### src/mts_pkg.sv
// Package for the SC1 maintenance transmit scheduler.
// Assumes a single 250 MHz APB clock domain.
package mts_pkg;
   // Register byte offsets
   localparam logic [7:0] MTS_URGENT_OFS  = 8'h00;
   localparam logic [7:0] MTS_ROUTINE_OFS = 8'h04;
   localparam logic [7:0] MTS_CTRL_OFS    = 8'h08;
   localparam logic [7:0] MTS_STATUS_OFS  = 8'h0c;
   localparam logic [7:0] MTS_SC2_OFS     = 8'h10;
   // Field positions and widths
   localparam int MTS_CODE_W      = 4;
   localparam int MTS_CTRL_SIX    = 0;
   localparam int MTS_CTRL_MFEN   = 1;
   localparam int MTS_STAT_TICK   = 0;
   localparam int MTS_STAT_CNT    = 4;
   localparam int MTS_STAT_CODE   = 8;
   localparam int MTS_STAT_URG    = 12;
   // Reset values
   localparam logic [3:0] MTS_ROUTINE_RST = 4'hf;
   localparam logic [3:0] MTS_SC2_RST     = 4'hf;
   // Timing: one multiframe is 5 ms, a tick is six multiframes (30 ms)
   localparam int MTS_CLK_KHZ      = 250000;
   localparam int MTS_MF_MS        = 5;
   localparam int MTS_MF_CYC       = MTS_MF_MS * MTS_CLK_KHZ;
   localparam int MTS_TICK_MS      = 30;
   localparam int MTS_MF_PER_TICK  = MTS_TICK_MS / MTS_MF_MS;
   localparam int MTS_MFCNT_W      = 21;
   localparam int MTS_TICKCNT_W    = 3;
endpackage : mts_pkg

### src/mts_sched.sv
// SC1 maintenance transmit scheduler: urgent queue, routine register,
// multiframe timer and the six-multiframe tick status.
// Assumes an APB master on pclk; the line framer reads the sent code.
`timescale 1ns/10ps
`default_nettype none
module mts_sched #(
   // Multiframe length in pclk cycles; only a bench shortens it
   parameter int MF_CYC = mts_pkg::MTS_MF_CYC
) (
   // Clock and reset
   input  wire logic        pclk,
   input  wire logic        presetn,
   // APB slave
   input  wire logic        psel,
   input  wire logic        penable,
   input  wire logic        pwrite,
   input  wire logic [7:0]  paddr,
   input  wire logic [31:0] pwdata,
   output logic      [31:0] prdata,
   output logic             pready,
   output logic             pslverr,
   // Line side
   output logic [mts_pkg::MTS_CODE_W-1:0] sc1_tx_code,
   output logic [mts_pkg::MTS_CODE_W-1:0] sc2_maint_tx_reg,
   output logic                           mf_boundary,
   output logic                           multiframe_tick_interrupt
);
   import mts_pkg::*;

   typedef logic [MTS_CODE_W-1:0] mts_code_t;

   typedef struct packed {
      mts_code_t                 q0;       // Oldest urgent entry
      mts_code_t                 q1;
      logic [1:0]                qcnt;
      mts_code_t                 routine;
      mts_code_t                 sc2;
      mts_code_t                 code;     // Code on the line now
      logic                      urg_now;  // Current multiframe is urgent
      logic                      six_en;
      logic                      mf_en;
      logic                      tick;     // Sticky tick status
      logic [MTS_MFCNT_W-1:0]    mfcnt;
      logic [MTS_TICKCNT_W-1:0]  tickcnt;
      logic                      bound;
      logic [31:0]               rdata;
   } mts_state_t;

   mts_state_t s_q;
   mts_state_t s_d;

   localparam logic [MTS_MFCNT_W-1:0] MF_LAST =
      MTS_MFCNT_W'(MF_CYC - 1);
   localparam logic [MTS_TICKCNT_W-1:0] TICK_LAST =
      MTS_TICKCNT_W'(MTS_MF_PER_TICK - 1);

   logic acc;
   logic wr;
   logic rd;
   logic mapped;
   logic last_mf;

   // Decode helper used for every register compare
   function automatic logic hit(input logic [7:0] a, input logic [7:0] o);
      hit = (a == o);
   endfunction : hit

   // APB always answers in the first access cycle
   assign acc     = psel & penable;
   assign wr      = acc & pwrite;
   assign rd      = acc & ~pwrite;
   assign mapped  = hit(paddr, MTS_URGENT_OFS) | hit(paddr, MTS_ROUTINE_OFS)
                  | hit(paddr, MTS_CTRL_OFS) | hit(paddr, MTS_STATUS_OFS)
                  | hit(paddr, MTS_SC2_OFS);
   assign last_mf = s_q.bound && (s_q.tickcnt == TICK_LAST);

   // Next state
   always_comb begin
      s_d       = s_q;
      s_d.bound = 1'b0;
      // Multiframe timer runs while enabled
      if (s_q.mf_en) begin
         if (s_q.mfcnt == MF_LAST) begin
            s_d.mfcnt = '0;
            s_d.bound = 1'b1;
         end else begin
            s_d.mfcnt = s_q.mfcnt + 1'b1;
         end
      end
      // Boundary: pick urgent entry first, else routine code
      if (s_q.bound) begin
         if (s_q.qcnt != 2'd0) begin
            s_d.code    = s_q.q0;
            s_d.urg_now = 1'b1;
            s_d.q0      = s_q.q1;
            s_d.qcnt    = s_q.qcnt - 2'd1;
         end else begin
            s_d.code    = s_q.routine;
            s_d.urg_now = 1'b0;
         end
         s_d.tickcnt = last_mf ? '0 : s_q.tickcnt + 1'b1;
      end
      // Tick every six multiframes; set wins over a same-cycle clear.
      // Only a tick the read reported is cleared: one set during the
      // setup cycle of that read would otherwise be lost.
      if (rd && hit(paddr, MTS_STATUS_OFS) && s_q.rdata[MTS_STAT_TICK]) begin
         s_d.tick = 1'b0;
      end
      if (last_mf && s_q.six_en) begin
         s_d.tick = 1'b1;
      end
      // Register writes
      if (wr) begin
         if (hit(paddr, MTS_URGENT_OFS)) begin
            // Queue write sees the pop above through s_d
            case (s_d.qcnt)
               2'd0: begin
                  s_d.q0   = pwdata[MTS_CODE_W-1:0];
                  s_d.qcnt = 2'd1;
               end
               2'd1: begin
                  s_d.q1   = pwdata[MTS_CODE_W-1:0];
                  s_d.qcnt = 2'd2;
               end
               default: begin
                  s_d.q0   = s_d.q1;
                  s_d.q1   = pwdata[MTS_CODE_W-1:0];
                  s_d.qcnt = 2'd2;
               end
            endcase
         end
         if (hit(paddr, MTS_ROUTINE_OFS)) begin
            s_d.routine = pwdata[MTS_CODE_W-1:0];
         end
         if (hit(paddr, MTS_SC2_OFS)) begin
            s_d.sc2 = pwdata[MTS_CODE_W-1:0];
         end
         if (hit(paddr, MTS_CTRL_OFS)) begin
            s_d.six_en = pwdata[MTS_CTRL_SIX];
            s_d.mf_en  = pwdata[MTS_CTRL_MFEN];
            // Restart the tick phase; the first tick is 30 ms, or 25 ms if the write meets the timer wrap (mfcnt == MF_LAST)
            if (pwdata[MTS_CTRL_SIX] && !s_q.six_en) begin
               s_d.tickcnt = '0;
               s_d.mfcnt   = '0;
            end
         end
      end
      // Read data captured during setup so prdata is a flop at access
      s_d.rdata = 32'h0000_0000;
      if (psel && !penable && !pwrite) begin
         if (hit(paddr, MTS_URGENT_OFS)) begin
            s_d.rdata = {26'h0, s_q.qcnt, s_q.q0};
         end else if (hit(paddr, MTS_ROUTINE_OFS)) begin
            s_d.rdata = {28'h0, s_q.routine};
         end else if (hit(paddr, MTS_CTRL_OFS)) begin
            s_d.rdata[MTS_CTRL_SIX]  = s_q.six_en;
            s_d.rdata[MTS_CTRL_MFEN] = s_q.mf_en;
         end else if (hit(paddr, MTS_STATUS_OFS)) begin
            s_d.rdata[MTS_STAT_TICK] = s_q.tick;
            s_d.rdata[MTS_STAT_CNT +: MTS_TICKCNT_W] = s_q.tickcnt;
            s_d.rdata[MTS_STAT_CODE +: MTS_CODE_W] = s_q.code;
            s_d.rdata[MTS_STAT_URG] = s_q.urg_now;
         end else if (hit(paddr, MTS_SC2_OFS)) begin
            s_d.rdata = {28'h0, s_q.sc2};
         end
      end
   end

   // State register
   always_ff @(posedge pclk or negedge presetn) begin
      if (!presetn) begin
         s_q         <= '0;
         s_q.routine <= MTS_ROUTINE_RST;
         s_q.sc2     <= MTS_SC2_RST;
         s_q.code    <= MTS_ROUTINE_RST;
         s_q.mf_en   <= 1'b1;
      end else begin
         s_q <= s_d;
      end
   end

   // Outputs
   assign prdata                    = s_q.rdata;
   assign pready                    = 1'b1;
   assign pslverr                   = acc & ~mapped;
   assign sc1_tx_code               = s_q.code;
   assign sc2_maint_tx_reg          = s_q.sc2;
   assign mf_boundary               = s_q.bound;
   assign multiframe_tick_interrupt = s_q.tick;
endmodule : mts_sched
`default_nettype wire

### config.mk
export PLATFORM = sky130hd
export DESIGN_NAME = mts_sched
export DESIGN_NICKNAME = d
export VERILOG_FILES = /design/src/mts_pkg.sv /design/src/mts_sched.sv
export SDC_FILE = /design/constraint.sdc
export NUM_CORES = 1
export LEC_CHECK = 0
export BUFFER_PORTS_ARGS = -buffer_cell sky130_fd_sc_hd__buf_2
export CORE_MARGIN = 2
export CORE_UTILIZATION = 31
export CTS_CLUSTER_DIAMETER = 80
export DETAILED_ROUTE_END_ITERATION = 12
export GPL_TIMING_DRIVEN = 0
export PLACE_DENSITY_LB_ADDON = 0.15
export SYNTH_ARGS = -nofsm -noshare
export SYNTH_HDL_FRONTEND = slang
export SYNTH_SLANG_ARGS = --single-unit
### constraint.sdc
create_clock -name pclk -period 4.3 [get_ports pclk]
set_clock_uncertainty 0.2 [all_clocks]
set_input_delay 0.43 -clock pclk [delete_from_list [all_inputs] [get_ports pclk]]
set_output_delay 0.43 -clock pclk [all_outputs]
set_load 0.005 [all_outputs]
======== Word-level counts from Yosys, hierarchy flattened ========
Index checks and enable logic that the tools add are counted.
storage, ports and cells
  flip-flop bits (word level) ............. 83
  bits in latches ......................... 0
  RAM bits ................................ 0
  bits in read-only memories .............. 0
  input port bits ......................... 45
  word-level logic and storage cells ...... 87
  memories ................................ 0
operators by class
  add/sub/neg operators ................... 3
  $mul .................................... 0
  divide/modulo/power cells ............... 0
  order comparisons ....................... 0
  equality and inequality tests ........... 7
  shift-type cells ........................ 0
  muxes and demuxes ....................... 34
  bitwise logic cells ..................... 11
  reduce and logical (&&, ||, !) cells .... 18
operators with widths
  operator                                             number
  2-to-1 mux 32 bit                                    3
  2-to-1 mux 24 bit                                    3
  2-to-1 mux 21 bit                                    2
  2-to-1 mux 30 bit                                    1
  2-to-1 mux 4 bit                                     6
  adder 21 x 1 -> 21 bit, second input constant        1
  equality test 21 bit, second input constant          1
  2-to-1 mux 18 bit                                    1
  equality test 8 x 4 -> 1 bit, second input constant  2
  2-to-1 mux 3 bit                                     4
  2-to-1 mux 10 bit                                    1
  2-to-1 mux 5 bit                                     2
  equality test 8 x 3 -> 1 bit, second input constant  1
  equality test 8 x 5 -> 1 bit, second input constant  1
  zero test 8 bit                                      1
  2-to-1 mux 2 bit                                     4
  case mux 4 bit (2 select lines)                      1
  logical AND 1 bit                                    7
  2-to-1 mux 1 bit                                     6
  AND reduction 2 bit                                  3
  AND 1 bit                                            4
  bitwise OR 1 bit                                     4
  nonzero test 2 bit                                   2
  adder 3 x 1 -> 3 bit, second input constant          1
  other kinds (7)                                      11

======== Logic depth before layout (Yosys ltp) ========
Gate-level depths: netlist (run 1).
  depth in word-level cells ............... 7
  gate-level depth with buffers ........... 8

======== Worst setup path after synthesis (run 1) ========
Ideal clock, no wire load.
  path kind ............................... input to register
  start ................................... in paddr[6]
  end ..................................... reg s_q[46] (netlist bit)
  data arrival time ....................... 1.943 ns
  data required time ...................... 3.981 ns
  slack ................................... 2.038 ns
  stages on the path ...................... 8
  buffers on the path ..................... 3
  cell sequence ........................... or4_4 -> nor4_2 -> and4bb_1 -> buf_4 -> a21o_1 -> buf_6 -> buf_12 -> nor2_1
RTL lines
  element      line             source
  from (decl)  mts_sched.sv:17  input wire logic [7:0] paddr,
  to (decl)    mts_sched.sv:49  mts_state_t s_q;

==> impl.org, run 1 <==
** Status
- Outcome :: finished with violations
- Failing checks :: hold timing

** CTS
- The longest clock path from root to sink contains 2 buffers.
- The H-tree was split into 3 levels.
- For this design, the sink count on the clock tree is 63.
- Clock root cell :: sky130_fd_sc_hd__clkbuf_8
- In this run the post-CTS setup repair buffer count came out at 0.
- TritonCTS built the clock tree.
- After clock tree synthesis, the repair step resized 0 gates.
- Clock network latency to the later pin of the worst-skew pair :: 330 ps
- Counting the buffers created by CTS gives 9.
- CTS clk-pin slew, worst paths :: roughly 80 ps
- Hold-fix buffers at CTS :: 0

** Logic synthesis
- Sequential-to-total area share from yosys stat :: 0.4678
- After synthesis, the share of cell area in mux cells is 0.07571.
- The compound-gate portion of the synthesized area came to 0.07277.
- Summing every instance area after synthesis gives 0.003405 mm².
- Of the total synthesized cell area, the portion taken by XOR and XNOR cells is 0.04888.
- Count of unique library cells instantiated by Yosys :: 50
- During synthesis, Yosys emitted a total of 0 warnings.
- Counting flops and latches in the post-synthesis netlist gives 63.
- Of the total synthesized cell area, the portion taken by AND, OR, NAND and NOR gates is 0.2040.
- Of the total synthesized cell area, the portion taken by full adders, half adders and majority gates is 0.01103.
- A synthesized cell averages about 10 µm².
- Synthesized instance count :: 342
- By area, the combinational part of the netlist is dominated by simple AND/OR/NAND/NOR gates.

** Floorplanning
- Width of the die :: between 100 and 150 µm
- The floorplan step defined a core boundary enclosing 0.01079 mm².
- 89 I/O pins were placed.
- Initial standard-cell utilization of the core :: 0.3154
- Chip Height :: 108.8 µm
- Die footprint :: 0.01184 mm²
- The floorplan has 38 rows.

** Detailed routing
- Per-cell via count in the routed design :: 4.459
- The first detailed-routing pass took 4 iterations.
- The detailed router placed approximately 2500 vias in this run.
- Average wire length per cell after detail routing :: 12.73 µm
- For this block, the routed nets add up to a little over 7 mm of wire.
- Drt initial violations :: between 90 and 100
- In this run the remaining antenna-violating nets after routing total 0.
- Final routed DRC violation total :: 0

** STA
- The routed design could run at a clock period as short as between 2000 and 2500 ps.
- For the pin with the worst max-slew slack, the measured transition is between 800 and 900 ps.
- Summed negative setup slack over all endpoints :: 0 ps
- Total count of max-transition violations in the final report :: 0
- Total setup violations reported at the end of the flow :: 0
- The worst pin sits at a relative slew slack of 0.4421.
- Of the available clock period, the critical path in the final layout requires 0.5308.
- Highest clock frequency the design can meet :: ~0.44 GHz
- RSZ-0062 raised after global routing :: false
- The number of hold violations in the final report is 14.
- Hold_ws :: -34.05 ps

** Setup path
- Crit path DAT :: 2310 ps
- Worst Setup End Kind :: flip-flop
- For the worst setup path, the data required time is 4330 ps.
- Critical path buffer and inverter count :: 1
- The worst setup path is launched from a flip-flop.
- For this run, the slowest stage of the critical path takes 630 ps.
- Among cell families on the critical path, the largest total delay comes from simple AND/OR/NAND/NOR gates.
- Critical-path cell with the highest stage delay :: sky130_fd_sc_hd__nor3_1
- Cell breakdown of the critical path :: buf_2, nand4_1, nor3_1, and3_1, xnor2_1, nor2_1
- Maximum fanout along the worst path :: 10
- Worst setup path category :: reg2reg

** Power
- Clock power share :: 0.350
- P_sw :: 429.9 µW
- Of the total power, combinational logic draws 0.148.
- Reported leakage power :: 0.001827 µW
- IR drop worst, VDD :: 0.2071 mV
- Power density over the cells :: 360.1 mW/mm²
- P_int :: 1027 µW
- Of the total power, the share spent switching nets is 0.2952.
- Of the total power, registers draw 0.502.

** Placement
- Final HPWL from detailed placement :: 5.147 mm
- Total of buffers placed on input and output ports :: 39
- Once placement completed, the tool counted placed cells totaling 540.
- GP Congestion :: 0.7548

** Cells and area
- Number of flip-flops under the largest register name :: 41
- Post-layout instance count excluding filler cells :: about 560
- Ranked by flip-flop count, first place goes to s_q.
- In the final layout, the share of cells above drive strength 1 is 0.3197.
- Compared with the post-synthesis result, the final layout area differs by 18.82%.
- At the end of the flow, the number of nets in the layout was 459.
- Summing all flip-flop and latch instances after layout gives approximately 0.0016 mm².
- Count of antenna diodes in the layout :: 0
- The multi-input combinational cells in the finished layout cover a total of 0.001483 mm².
- Fill count :: 1117
- Most common library cell in the layout ignoring fill and taps :: sky130_fd_sc_hd__dfrtp_1
- Commonest cells after routing, fill and taps aside :: sky130_fd_sc_hd__dfrtp_1 (50), sky130_fd_sc_hd__nor2_1 (45), sky130_fd_sc_hd__buf_4 (43), sky130_fd_sc_hd__buf_2 (39), sky130_fd_sc_hd__conb_1 (21)

** Global routing
- Largest net degree at the start of global routing :: 64
- The number of antenna violations at the first check in global routing was 0.
- Across every metal layer, demand over resource in global routing totals 0.1292.
- First-pass GRT wire length :: around 12 mm
- After global routing the overflow that remains totals 0.
- Via count of the first global-routing pass :: 2337

** Worst hold path
- The worst hold path belongs to the class in2async.

** Flow run
- Across the run, the number of max-cap violations was 0.
## power by group through the flow
stage,Clock [µW],Sequential (µW),Combinational (µW)
after CTS,538,731,219
final,510,731,215
after global placement,0,740,214
after detailed placement,0,741,218
after floorplan,0,722,166
after global routing,556,745,247
## area by class of cell
| cell class | instances | area share |
|---|---|---|
| Clock inverter | 7 | 0.01794 |
| Inverter | 6 | 0.005568 |
| Buffer | 52 | 0.09341 |
| Multi-Input combinational cell | 240 | 0.3665 |
| Tap cell | 140 | 0.04330 |
| Clock buffer | 9 | 0.03062 |
| Timing Repair Buffer | 39 | 0.04887 |
| Sequential cell | 63 | 0.3938 |
## path summary, 6_finish.rpt
check / slack (ps) / depth (start not counted) / startpoint / endpoint
max: 2020 / 6 / s_q[58] / s_q[48]
min: -30 / 1 / presetn / prdata[2]
max reg2reg: 2020 / 6 / s_q[58] / s_q[48]
min reg2reg: 310 / 2 / s_q[60] / prdata[12]
max in group asynchronous: 3380 / 1 / presetn / s_q[52]
min in group pclk: 190 / 3 / pwrite / multiframe_tick_interrupt
## through the flow
| step | util | setup WS [ps] | power, µW | area, µm² |
|---|---|---|---|---|
| floorplan | - | 2038 | 887.9 | 3476 |
| global placement | 0.3564 | 1709 | 954.2 | 3846 |
| detailed placement | 0.3566 | 1709 | 959.1 | 3849 |
| CTS | 0.3748 | 1980 | 1488 | 4045 |
| global route | 0.3748 | 1768 | 1547 | 4045 |
| finish | 0.3748 | 2018 | 1456 | 4045 |
## per-layer routing
layer | track usage | wire length (µm) | part of all wire | up-vias
met5 | 0 | 0 | 0 | -
met4 | 0.04579 | 142 | 0.020 | 0
met3 | 0.03885 | 398 | 0.056 | 11
met2 | 0.2049 | 3282 | 0.46 | 59
met1 | 0.1675 | 3256 | 0.46 | 1153
li1 | - | - | - | 1256
## worst reg2reg max path: cells and delay by family (launching register included)
family | cells | cell delay, ps
flops | 1 | 530
buf+inv | 1 | 190
simple gates | 4 | 1130
xor+xnor | 1 | 120
## cell families after synthesis
logic type	after synthesis
other cells	2
fa+ha+maj	3
buf+inv	58
compound gates	41
xor+xnor	19
simple gates	132
mux	24
flops	63
## cells in the mapped netlist (all sizes together)
| master | instances | area share |
|---|---|---|
| dfrtp | 50 | 0.37 |
| buf | 46 | 0.10 |
| nor2 | 46 | 0.053 |
| nand2 | 19 | 0.021 |
| a21oi | 17 | 0.025 |
| mux2 | 14 | 0.046 |
| dfstp | 13 | 0.10 |
| xor2 | 12 | 0.031 |
| mux2i | 10 | 0.029 |
| nand3 | 10 | 0.015 |
| nand2b | 7 | 0.013 |
| nand4 | 7 | 0.013 |
| xnor2 | 7 | 0.018 |
| and2 | 6 | 0.011 |
| and3 | 6 | 0.011 |
| clkbuf | 6 | 0.0066 |
| inv | 6 | 0.0066 |
| nand3b | 6 | 0.014 |
| o21ai | 6 | 0.0088 |
| nor2b | 5 | 0.0092 |
| nor3 | 5 | 0.0073 |
| nor4 | 5 | 0.011 |
| o22ai | 5 | 0.0092 |
| a31oi | 4 | 0.0073 |
| ha | 3 | 0.011 |
| a22oi | 2 | 0.0044 |
| and4 | 2 | 0.0051 |
| conb | 2 | 0.0022 |
| o221a | 2 | 0.0066 |
| or4 | 2 | 0.0055 |
| a211oi | 1 | 0.0022 |
| a21boi | 1 | 0.0022 |
| a21o | 1 | 0.0022 |
| and3b | 1 | 0.0026 |
| and4bb | 1 | 0.0037 |
| nor4bb | 1 | 0.0029 |
| o21bai | 1 | 0.0022 |
| o41ai | 1 | 0.0026 |
| or2 | 1 | 0.0018 |
| or2b | 1 | 0.0022 |
| or3 | 1 | 0.0018 |
No activity file was read; power rests on OpenSTA's default activity.
==> run 2, diff against run 1 <==
--- a/config.mk
+++ b/config.mk
@@ -5,6 +5,7 @@
 export SDC_FILE = /design/constraint.sdc
 export NUM_CORES = 1
 export LEC_CHECK = 0
+export ABC_AREA = 1
 export BUFFER_PORTS_ARGS = -buffer_cell sky130_fd_sc_hd__buf_2
 export CORE_MARGIN = 2
 export CORE_UTILIZATION = 31
==> constraint.sdc (replaced) <==
create_clock -name pclk -period 1.85 [get_ports pclk]
set_clock_uncertainty 0.2 [all_clocks]
set_input_delay 0.185 -clock pclk [delete_from_list [all_inputs] [get_ports pclk]]
set_output_delay 0.185 -clock pclk [all_outputs]
set_load 0.005 [all_outputs]
==> run 2 against run 1 <==
The run now ends clean. Register-to-register slack lost 1900 ps. Combinational power is essentially flat. Die area grew 3.5%. Highest routed layer unchanged. Via count grew 19%. Synthesized area grew 3.7%. Routed wire length grew 11%.
==> impl.org, run 2 <==
** Status
- The run finished with clean final reports.

** Logic synthesis
- Of the total synthesized cell area, the portion taken by AND, OR, NAND and NOR gates is 0.2591.
- Cell types with the largest area share after synthesis :: sky130_fd_sc_hd__dfrtp_1 (35%), sky130_fd_sc_hd__nand2_1 (9.8%), sky130_fd_sc_hd__dfstp_2 (9.7%)
- Yosys printed 0 warnings.
- Yosys instantiated no cell more often than sky130_fd_sc_hd__nand2_1.
- The number of different library cells used by synthesis comes to 28.
- Synth Register Bits :: 63
- After synthesis, the largest family of logic cells by area is simple AND/OR/NAND/NOR gates.
- Average size of a mapped cell :: 7.723 µm²
- The portion of synthesized area spent on multiplexers is 0.003190.
- Largest area contributor in the synthesized netlist :: sky130_fd_sc_hd__dfrtp_1
- Top cell types by occurrence after synthesis :: sky130_fd_sc_hd__nand2_1 (92), sky130_fd_sc_hd__inv_1 (67), sky130_fd_sc_hd__nor2_1 (57)
- The share of synthesized area in the top cell type comes to 0.3545.
- Share of synthesized registers carrying an async set or reset :: 1.000
- The compound-gate portion of the synthesized area was 0.08898.
- Most used flip-flop cell after synthesis :: sky130_fd_sc_hd__dfrtp_1
- Adder and majority cell fraction of the synthesized area :: 0.01063
- Summing every instance area after synthesis gives 0.003530 mm².
- The synthesized design contains 0 enable-type register cells.
- Synthesis produced 457 cells.
- XOR/XNOR share of the synthesized area :: 0.01985
- For this run, the register share of the synthesized area comes to 0.4513.

** Cells and area
- Leaving out fill and tap cells, the most frequent cell in the layout is sky130_fd_sc_hd__nand2_1.
- Register ranked first by flip-flop count :: s_q
- Share of layout cells above drive strength 1 :: 0.2574
- The register with the most flip-flops in the layout has slightly above 40 of them.
- Nets@finish :: 583
- After routing the design area is 0.004405 mm².
- In the layout the commonest cells are sky130_fd_sc_hd__nand2_1 (90), sky130_fd_sc_hd__inv_1 (66), sky130_fd_sc_hd__nor2_1 (54), sky130_fd_sc_hd__dfrtp_1 (50), sky130_fd_sc_hd__buf_4 (49).
- Core Util, Final :: 0.4011
- From synthesis to final layout, the design area changed by 24.81%.
- Count of antenna diodes in the layout :: 0
- Fill count :: around 1100

** Power
- The worst-case IR drop observed on VDD is 0.3348 mV.
- Of the total power, the share spent switching nets is 0.2225.
- The share of total power dissipated in sequential elements is 0.448.
- The analysis attributes to cell leakage a power of 0.002292 µW.
- Clock power share :: 0.486
- Power share of the combinational group :: 0.066
- P_sw :: 712.7 µW
- P_int :: 2490 µW
- For this design the ratio of total power to cell area is between 700 and 800 mW/mm².

** Worst hold path
- The worst hold path terminates at s_q[69].
- The min-delay analysis places its worst path in the category in2reg.
- Count of cells along the worst hold path :: 3
- The startpoint identified for the worst hold timing path is pwdata[0].

** Setup path
- Crit Reg-Reg Startpoint :: s_q[58]
- STA puts the critical path data arrival time at 1770 ps.
- Across all register-to-register paths, the minimum setup slack is 80 ps.
- Crit-path most repeated cell :: sky130_fd_sc_hd__nand2_1
- The critical path in this run is classified as reg2reg.
- Endpoint of the most critical register-to-register path :: s_q[55]
- CP required :: 1850 ps
- STA classifies the critical path endpoint as a flip-flop.
- Critical-path cell with the highest stage delay :: sky130_fd_sc_hd__dfstp_2
- Maximum fanout along the worst path :: 7
- Cell breakdown of the critical path :: nand2_1, nor2_4, nand3_2, nor3_4, nand4_1, nand2_1, nor2_1
- The cell family contributing the most delay on the critical path is simple AND/OR/NAND/NOR gates.
- Worst stage delay on the critical path :: between 600 and 700 ps
- Counting cells, the worst reg-to-reg path comes to 7.
- Type of element launching the critical path :: flip-flop
- The number of buffers and inverters on the critical path is 0.

** Global routing
- Global router's overall resource usage :: 0.1339
- The number of antenna violations at the first check in global routing is 0.
- The first global-routing pass estimated approximately 13 mm of wire.
- Global routing finished with a remaining overflow of 0.
- The via count of the first global-routing pass was 2737.
- Entering global routing, the biggest net connects 64 pins.

** Placement
- Input and output buffers added on the ports amount to 39.
- Once detailed placement completed, the half-perimeter wirelength came to 5.662 mm.
- Routability-driven placement finished with a final weighted congestion of 0.8020.
- Once placement finished, the instance area stood at 0.003974 mm².

** Detailed routing
- DR WL met3 :: 319 µm
- Antenna Nets Post-Route :: 0
- In the routed design, unresolved DRC markers number 0.
- In this run, the number of DRC markers left after iteration 0 of detailed routing was around 190.
- Highest metal layer with signal wires :: met4
- The detailed router put a total of 3.892 mm of wire on met1.
- Per-cell via count in the routed design :: 4.328
- Pre-Repair DR Iteration Count :: 6
- In the detailed route, the total length drawn on met2 is 3.474 mm.
- Average wire length per cell after detail routing :: 11.53 µm
- Vias :: 2943
- Total wire length after detailed routing :: 7.837 mm

** Floorplanning
- Die footprint :: 0.01226 mm²
- In this run the standard cell core region covers roughly 0.011 mm².
- Top-level port count :: 89
- The die is 110.7 µm wide.
- Initial standard-cell utilization of the core :: 0.3214
- From bottom edge to top edge, the die measures 110.7 µm.
- Rows :: 38

** STA
- Static timing analysis puts the maximum clock frequency at 0.5662 GHz.
- RSZ-0062 raised after global routing :: true
- At the pin with the least slew margin, the transition time is 801.6 ps.
- Total setup violations reported at the end of the flow :: 0
- Hold Fails Final Rpt :: 0
- Measured against its own limit, the worst slew margin works out to 0.4656.
- Total count of max-transition violations in the final report :: 0
- Period utilization :: 0.9547
- Counting I/O delays and the setup requirement, the final critical path takes 1766 ps.

** CTS
- The root buffer cell chosen for the clock tree is sky130_fd_sc_hd__clkbuf_16.
- Max Root-Sink Buffers :: 2
- CTS clk-pin slew, worst paths :: 50 ps
- Clock network latency to the later pin of the worst-skew pair :: 330 ps
- CTS Sinks :: 63
- The H-tree was split into 3 levels.
- CTS tree :: built
- Number of buffers inserted during clock tree synthesis :: 9

** Flow run
- Max-cap check violation count :: 0
-- run 2: cells by family (layout without fill, tap and decap cells) --
| group | after synthesis | in the layout |
|---|---|---|
| AND/OR/NAND/NOR | 208 | 208 |
| buffers and inverters | 113 | 177 |
| flip-flops | 63 | 63 |
| AO/OA/AOI/OAI | 59 | 59 |
| XOR/XNOR | 8 | 8 |
| adder cells (fa/ha/maj) | 3 | 3 |
| other | 2 | 21 |
| multiplexers | 1 | 1 |
-- run 2: power groups by stage --
| stage | Combinational [µW] | Sequential [µW] | Clock, µW |
|---|---|---|---|
| 6_report | 213 | 1430 | 1560 |
| 5_1_grt | 244 | 1440 | 1670 |
| 4_1_cts | 179 | 1430 | 1600 |
| 3_5_place_dp | 172 | 1450 | 0 |
| 3_3_place_gp | 170 | 1450 | 0 |
| 2_1_floorplan | 106 | 1450 | 0 |
-- run 2: worst max path at each step --
| stage | start | end | cells after the start |
|---|---|---|---|
| 6_report | s_q[58] | s_q[55] | 7 |
| 5_1_grt | s_q[58] | s_q[55] | 7 |
| 4_1_cts | s_q[58] | s_q[55] | 9 |
| 3_5_place_dp | paddr[1] | s_q[55] | 7 |
| 3_3_place_gp | paddr[1] | s_q[52] | 7 |
| 2_1_floorplan | s_q[58] | s_q[55] | 8 |
-- run 2: cell type report --
cell class	instances	area, µm²	share of cell area
flip-flops and latches	63	1593	0.3615
multi-input cells	300	1510	0.3428
plain buffers	42	311.5	0.07072
repair buffers	49	280.3	0.06362
clock buffers	15	267.8	0.06078
inverters	70	262.8	0.05964
well taps	140	175.2	0.03976
clock inverters	1	5.005	0.001136
-- run 2: through the flow --
step | TNS [ps] | instances | power, µW | hold slack, ps | setup WS (ps)
after floorplan | 0 | 476 | 1551 | -310.6 | 212.9
after global placement | -370.3 | 655 | 1621 | 273.0 | -52.47
after detailed placement | -525.3 | 655 | 1624 | 143.8 | -68.97
after CTS | 0 | 674 | 3211 | 15.99 | 1.779
after global routing | -46.83 | 680 | 3347 | 29.98 | -31.47
final | 0 | 680 | 3202 | 14.60 | 83.73
-- run 2: repair_timing --
action                                 in CTS  in global routing
endpoints found under the hold margin      53                  0
setup endpoints to repair                   8                 17
resized for setup                           4                 15
hold buffers                                3                  0
pin swaps                                   0                  4
setup buffers                               0                  7
-- run 2: tightest hold or removal path, delay by kind of cell --
kind | cells | cell delay (ps)
buffers and inverters | 2 | 240
AOI/OAI and AO/OA | 1 | 110
-- run 2: metal layers --
| layer | global-route usage | vias up |
|---|---|---|
| met5 | 0 | - |
| met4 | 0.06000 | 0 |
| met3 | 0.02898 | 15 |
| met2 | 0.1992 | 55 |
| met1 | 0.1867 | 1332 |
| li1 | - | 1541 |
==> run 3, diff against run 2 <==
--- a/config.mk
+++ b/config.mk
@@ -12,6 +12,7 @@
 export CTS_CLUSTER_DIAMETER = 80
 export DETAILED_ROUTE_END_ITERATION = 12
 export GPL_TIMING_DRIVEN = 0
+export HOLD_SLACK_MARGIN = 0.02
 export PLACE_DENSITY_LB_ADDON = 0.15
 export SYNTH_ARGS = -nofsm -noshare
 export SYNTH_HDL_FRONTEND = slang
==> constraint.sdc (replaced) <==
create_clock -name pclk -period 1.6 [get_ports pclk]
set_clock_uncertainty 0.2 [all_clocks]
set_input_delay 0.16 -clock pclk [delete_from_list [all_inputs] [get_ports pclk]]
set_output_delay 0.16 -clock pclk [all_outputs]
set_load 0.005 [all_outputs]
==> run 3 against run 2 <==
The run now ends with setup timing left. Critical path depth grew 1. Clock power grew 12%. Power up 15%. Sequential share of layout area decreased by 2.4 points. Flip-flop and latch count unchanged. Final cell count is 4.1% higher. Fmax up 4.5%. Combinational power is 29% higher. Count of clock-buffer cells in the layout is 2 lower. Critical path type unchanged.
==> impl.org, run 3 (synthesis results as in run 2) <==
** Status
- Outcome :: finished with violations
- The final reports fail on setup timing.

** Cells and area
- The register with the most flip-flops in the final layout is s_q.
- At the end of the flow the core is filled with cells to 0.4306.
- Nets@finish :: 611
- Summing all flip-flop and latch instances after layout gives 0.001595 mm².
- Summing all multi-input logic gate instances after layout gives between 0.0015 and 0.002 mm².
- Leaving out fill and tap cells, the most frequent cell in the layout is sky130_fd_sc_hd__nand2_1.
- The repair_antennas step left the layout with diodes totalling 0.
- Layout-stage area growth over the synthesis result :: 34.00%
- Share of layout cells above drive strength 1 :: 0.3187
- In the layout the commonest cells are sky130_fd_sc_hd__nand2_1 (88), sky130_fd_sc_hd__buf_4 (66), sky130_fd_sc_hd__inv_1 (65), sky130_fd_sc_hd__dfrtp_1 (48), sky130_fd_sc_hd__nor2_1 (47).
- Counting the fill cells in the layout gives 1172.
- The register with the most flip-flops in the layout has 41 of them.
- Total non-filler cell area in the finished layout :: 0.004730 mm²
- Post-layout instance count excluding filler cells :: 708

** Global routing
- The first global-routing pass estimated 14.03 mm of wire.
- Antenna violations before repair :: 0
- Largest net degree at the start of global routing :: 64
- Via count of the first global-routing pass :: around 2900
- After global routing the overflow that remains totals 0.
- Global router's overall resource usage :: 0.1409

** CTS
- CTS placed an instance of sky130_fd_sc_hd__clkbuf_16 at the clock tree root.
- TritonCTS created 9 clock buffers.
- Max Root-Sink Buffers :: 2
- Clock network latency to the later pin of the worst-skew pair :: around 330 ps
- CTS tree :: built
- Clock-pin slew was measured on the worst setup and hold paths at 50 ps.
- CTS Sinks :: 63
- In this run the number of H-tree levels came out at 3.

** Power
- Power share of the combinational group :: 0.075
- Summing internal, switching and leakage power gives 3683 µW.
- Power density over the cells :: about 780 mW/mm²
- Summed over all nets, the switching power comes to 831.9 µW.
- IR analysis of the VDD net gives a maximum drop of ~0.45 mV.
- Reported leakage power :: 0.002432 µW
- Cell internal power was estimated by the tool at approximately 2900 µW.
- Clock power share :: 0.476
- Relative contribution of sequential cells to total power :: 0.450
- Of the total power, the share spent switching nets is 0.2259.

** Placement
- Total of buffers placed on input and output ports :: 39
- Cell count after placement :: 655
- Final HPWL from detailed placement :: 5.690 mm
- Placed cell areas :: 0.003985 mm²
- GP Congestion :: 0.7808

** Setup path
- STA classifies the critical path endpoint as a flip-flop.
- The worst setup path is launched from a flip-flop.
- The setup check on the worst reg-to-reg path leaves a slack of -90 ps.
- STA puts the critical path data arrival time at about 1700 ps.
- CP required :: 1650 ps
- The critical path is of the reg2reg type.
- Of all nets on the critical path, the largest fanout is 4.

** Detailed routing
- Pre-Repair DR Iteration Count :: 4
- The final layout contains routed wiring with a total length of around 8.3 mm.
- The first routing iteration left 160 violations.
- Vias :: a little over 3000
- For this run, design rule violations remaining after detail routing come to 0.
- Antenna Nets Post-Route :: 0
- Per-cell via count in the routed design :: 4.347
- Average wire length per cell after detail routing :: 11.78 µm

** Floorplanning
- The die is between 100 and 150 µm wide.
- Initial standard-cell utilization of the core :: 0.3214
- Rows :: 38
- Chip Height :: 110.7 µm
- The die covers 0.01226 mm².
- Top-level port count :: 89
- Area of the placeable core :: 0.01098 mm²

** STA
- Total setup violations reported at the end of the flow :: 16
- For the pin with the worst max-slew slack, the measured transition is about 810 ps.
- Hold Fails Final Rpt :: 0
- In the finished design, the share of the clock period the worst path needs comes to 1.056.
- Worst-case headroom to the max-slew limit :: 0.4571
- Highest clock frequency the design can meet :: around 0.6 GHz
- Total count of max-transition violations in the final report :: 0
- RSZ-0062 raised after global routing :: true
- Subtracting the final worst setup slack from the clock period gives 1690 ps.
- Once routing completed, OpenROAD measured the worst setup slack at -89.61 ps.

** Flow run
- Max-cap check violation count :: 0

** Worst hold path
- Hold Path Class :: in2reg
[run 3: cell count changes in the layout (fill, tap and decap cells not counted), moves of 3 or more]
cell	previous run	this run
sky130_fd_sc_hd__buf_4	49	66
sky130_fd_sc_hd__nor2_1	54	47
sky130_fd_sc_hd__dlygate4sd3_1	3	9
sky130_fd_sc_hd__nor2_2	3	8
sky130_fd_sc_hd__buf_6	0	4
sky130_fd_sc_hd__nand3_1	20	17
[run 3: power groups by stage]
stage               clock (µW)  combinational [µW]  sequential (µW)
floorplan                    0                 122             1670
global placement             0                 196             1680
detailed placement           0                 200             1680
CTS                       1820                 254             1650
global route              1890                 317             1660
finish                    1750                 275             1660
[run 3: cell type report]
class | instances | area share
multi-input cells | 300 | 0.3336
flip-flops and latches | 63 | 0.3373
well taps | 140 | 0.03704
clock buffers | 13 | 0.05291
plain buffers | 42 | 0.06614
clock inverters | 3 | 0.004233
repair buffers | 77 | 0.1127
inverters | 70 | 0.05608
[run 3: worst paths after layout]
kind,start,endpoint,depth (start not counted)
setup / recovery,s_q[58],s_q[55],8
hold / removal,paddr[5],prdata[0],6
setup reg to reg,s_q[58],s_q[55],8
hold reg to reg,s_q[77],s_q[77],2
max in group asynchronous,presetn,s_q[40],2
min in group asynchronous,presetn,s_q[77],2
[run 3: metal layers]
metal  GRT usage  share of wire  vias to the layer above
li1            -              -                     1604
met1      0.1898           0.48                     1396
met2      0.2209           0.46                       65
met3     0.03335          0.039                       13
met4     0.05250          0.020                        0
met5           0              0                        -
[run 3: timing repair]
action	in CTS	in global routing
resized for setup	31	17
hold buffers	9	0
gates cloned	1	0
endpoints found under the hold margin	64	0
setup endpoints to repair	24	33
pin swaps	17	16
setup buffers	26	5
[run 3: worst max-delay path, cell delays in order, from the launching register on]
cell                      delay (ps)
sky130_fd_sc_hd__dfstp_2         590
sky130_fd_sc_hd__nand2_1         110
sky130_fd_sc_hd__nor2_4          170
sky130_fd_sc_hd__nand3_4         130
sky130_fd_sc_hd__nor2_4          130
sky130_fd_sc_hd__nand4_1          90
sky130_fd_sc_hd__nand2_1          70
sky130_fd_sc_hd__nand2_1          50
sky130_fd_sc_hd__nor2_1           90
[run 3: through the flow]
stage,setup TNS [ps],worst slack (ps),hold slack [ps]
floorplan,-20.02,-10.38,-335.6
global placement,-11760,-291.4,273.8
detailed placement,-5744,-277.3,117.2
CTS,-1507,-134.6,50.71
global route,-2822,-191.6,93.21
finish,-737.3,-89.61,62.44
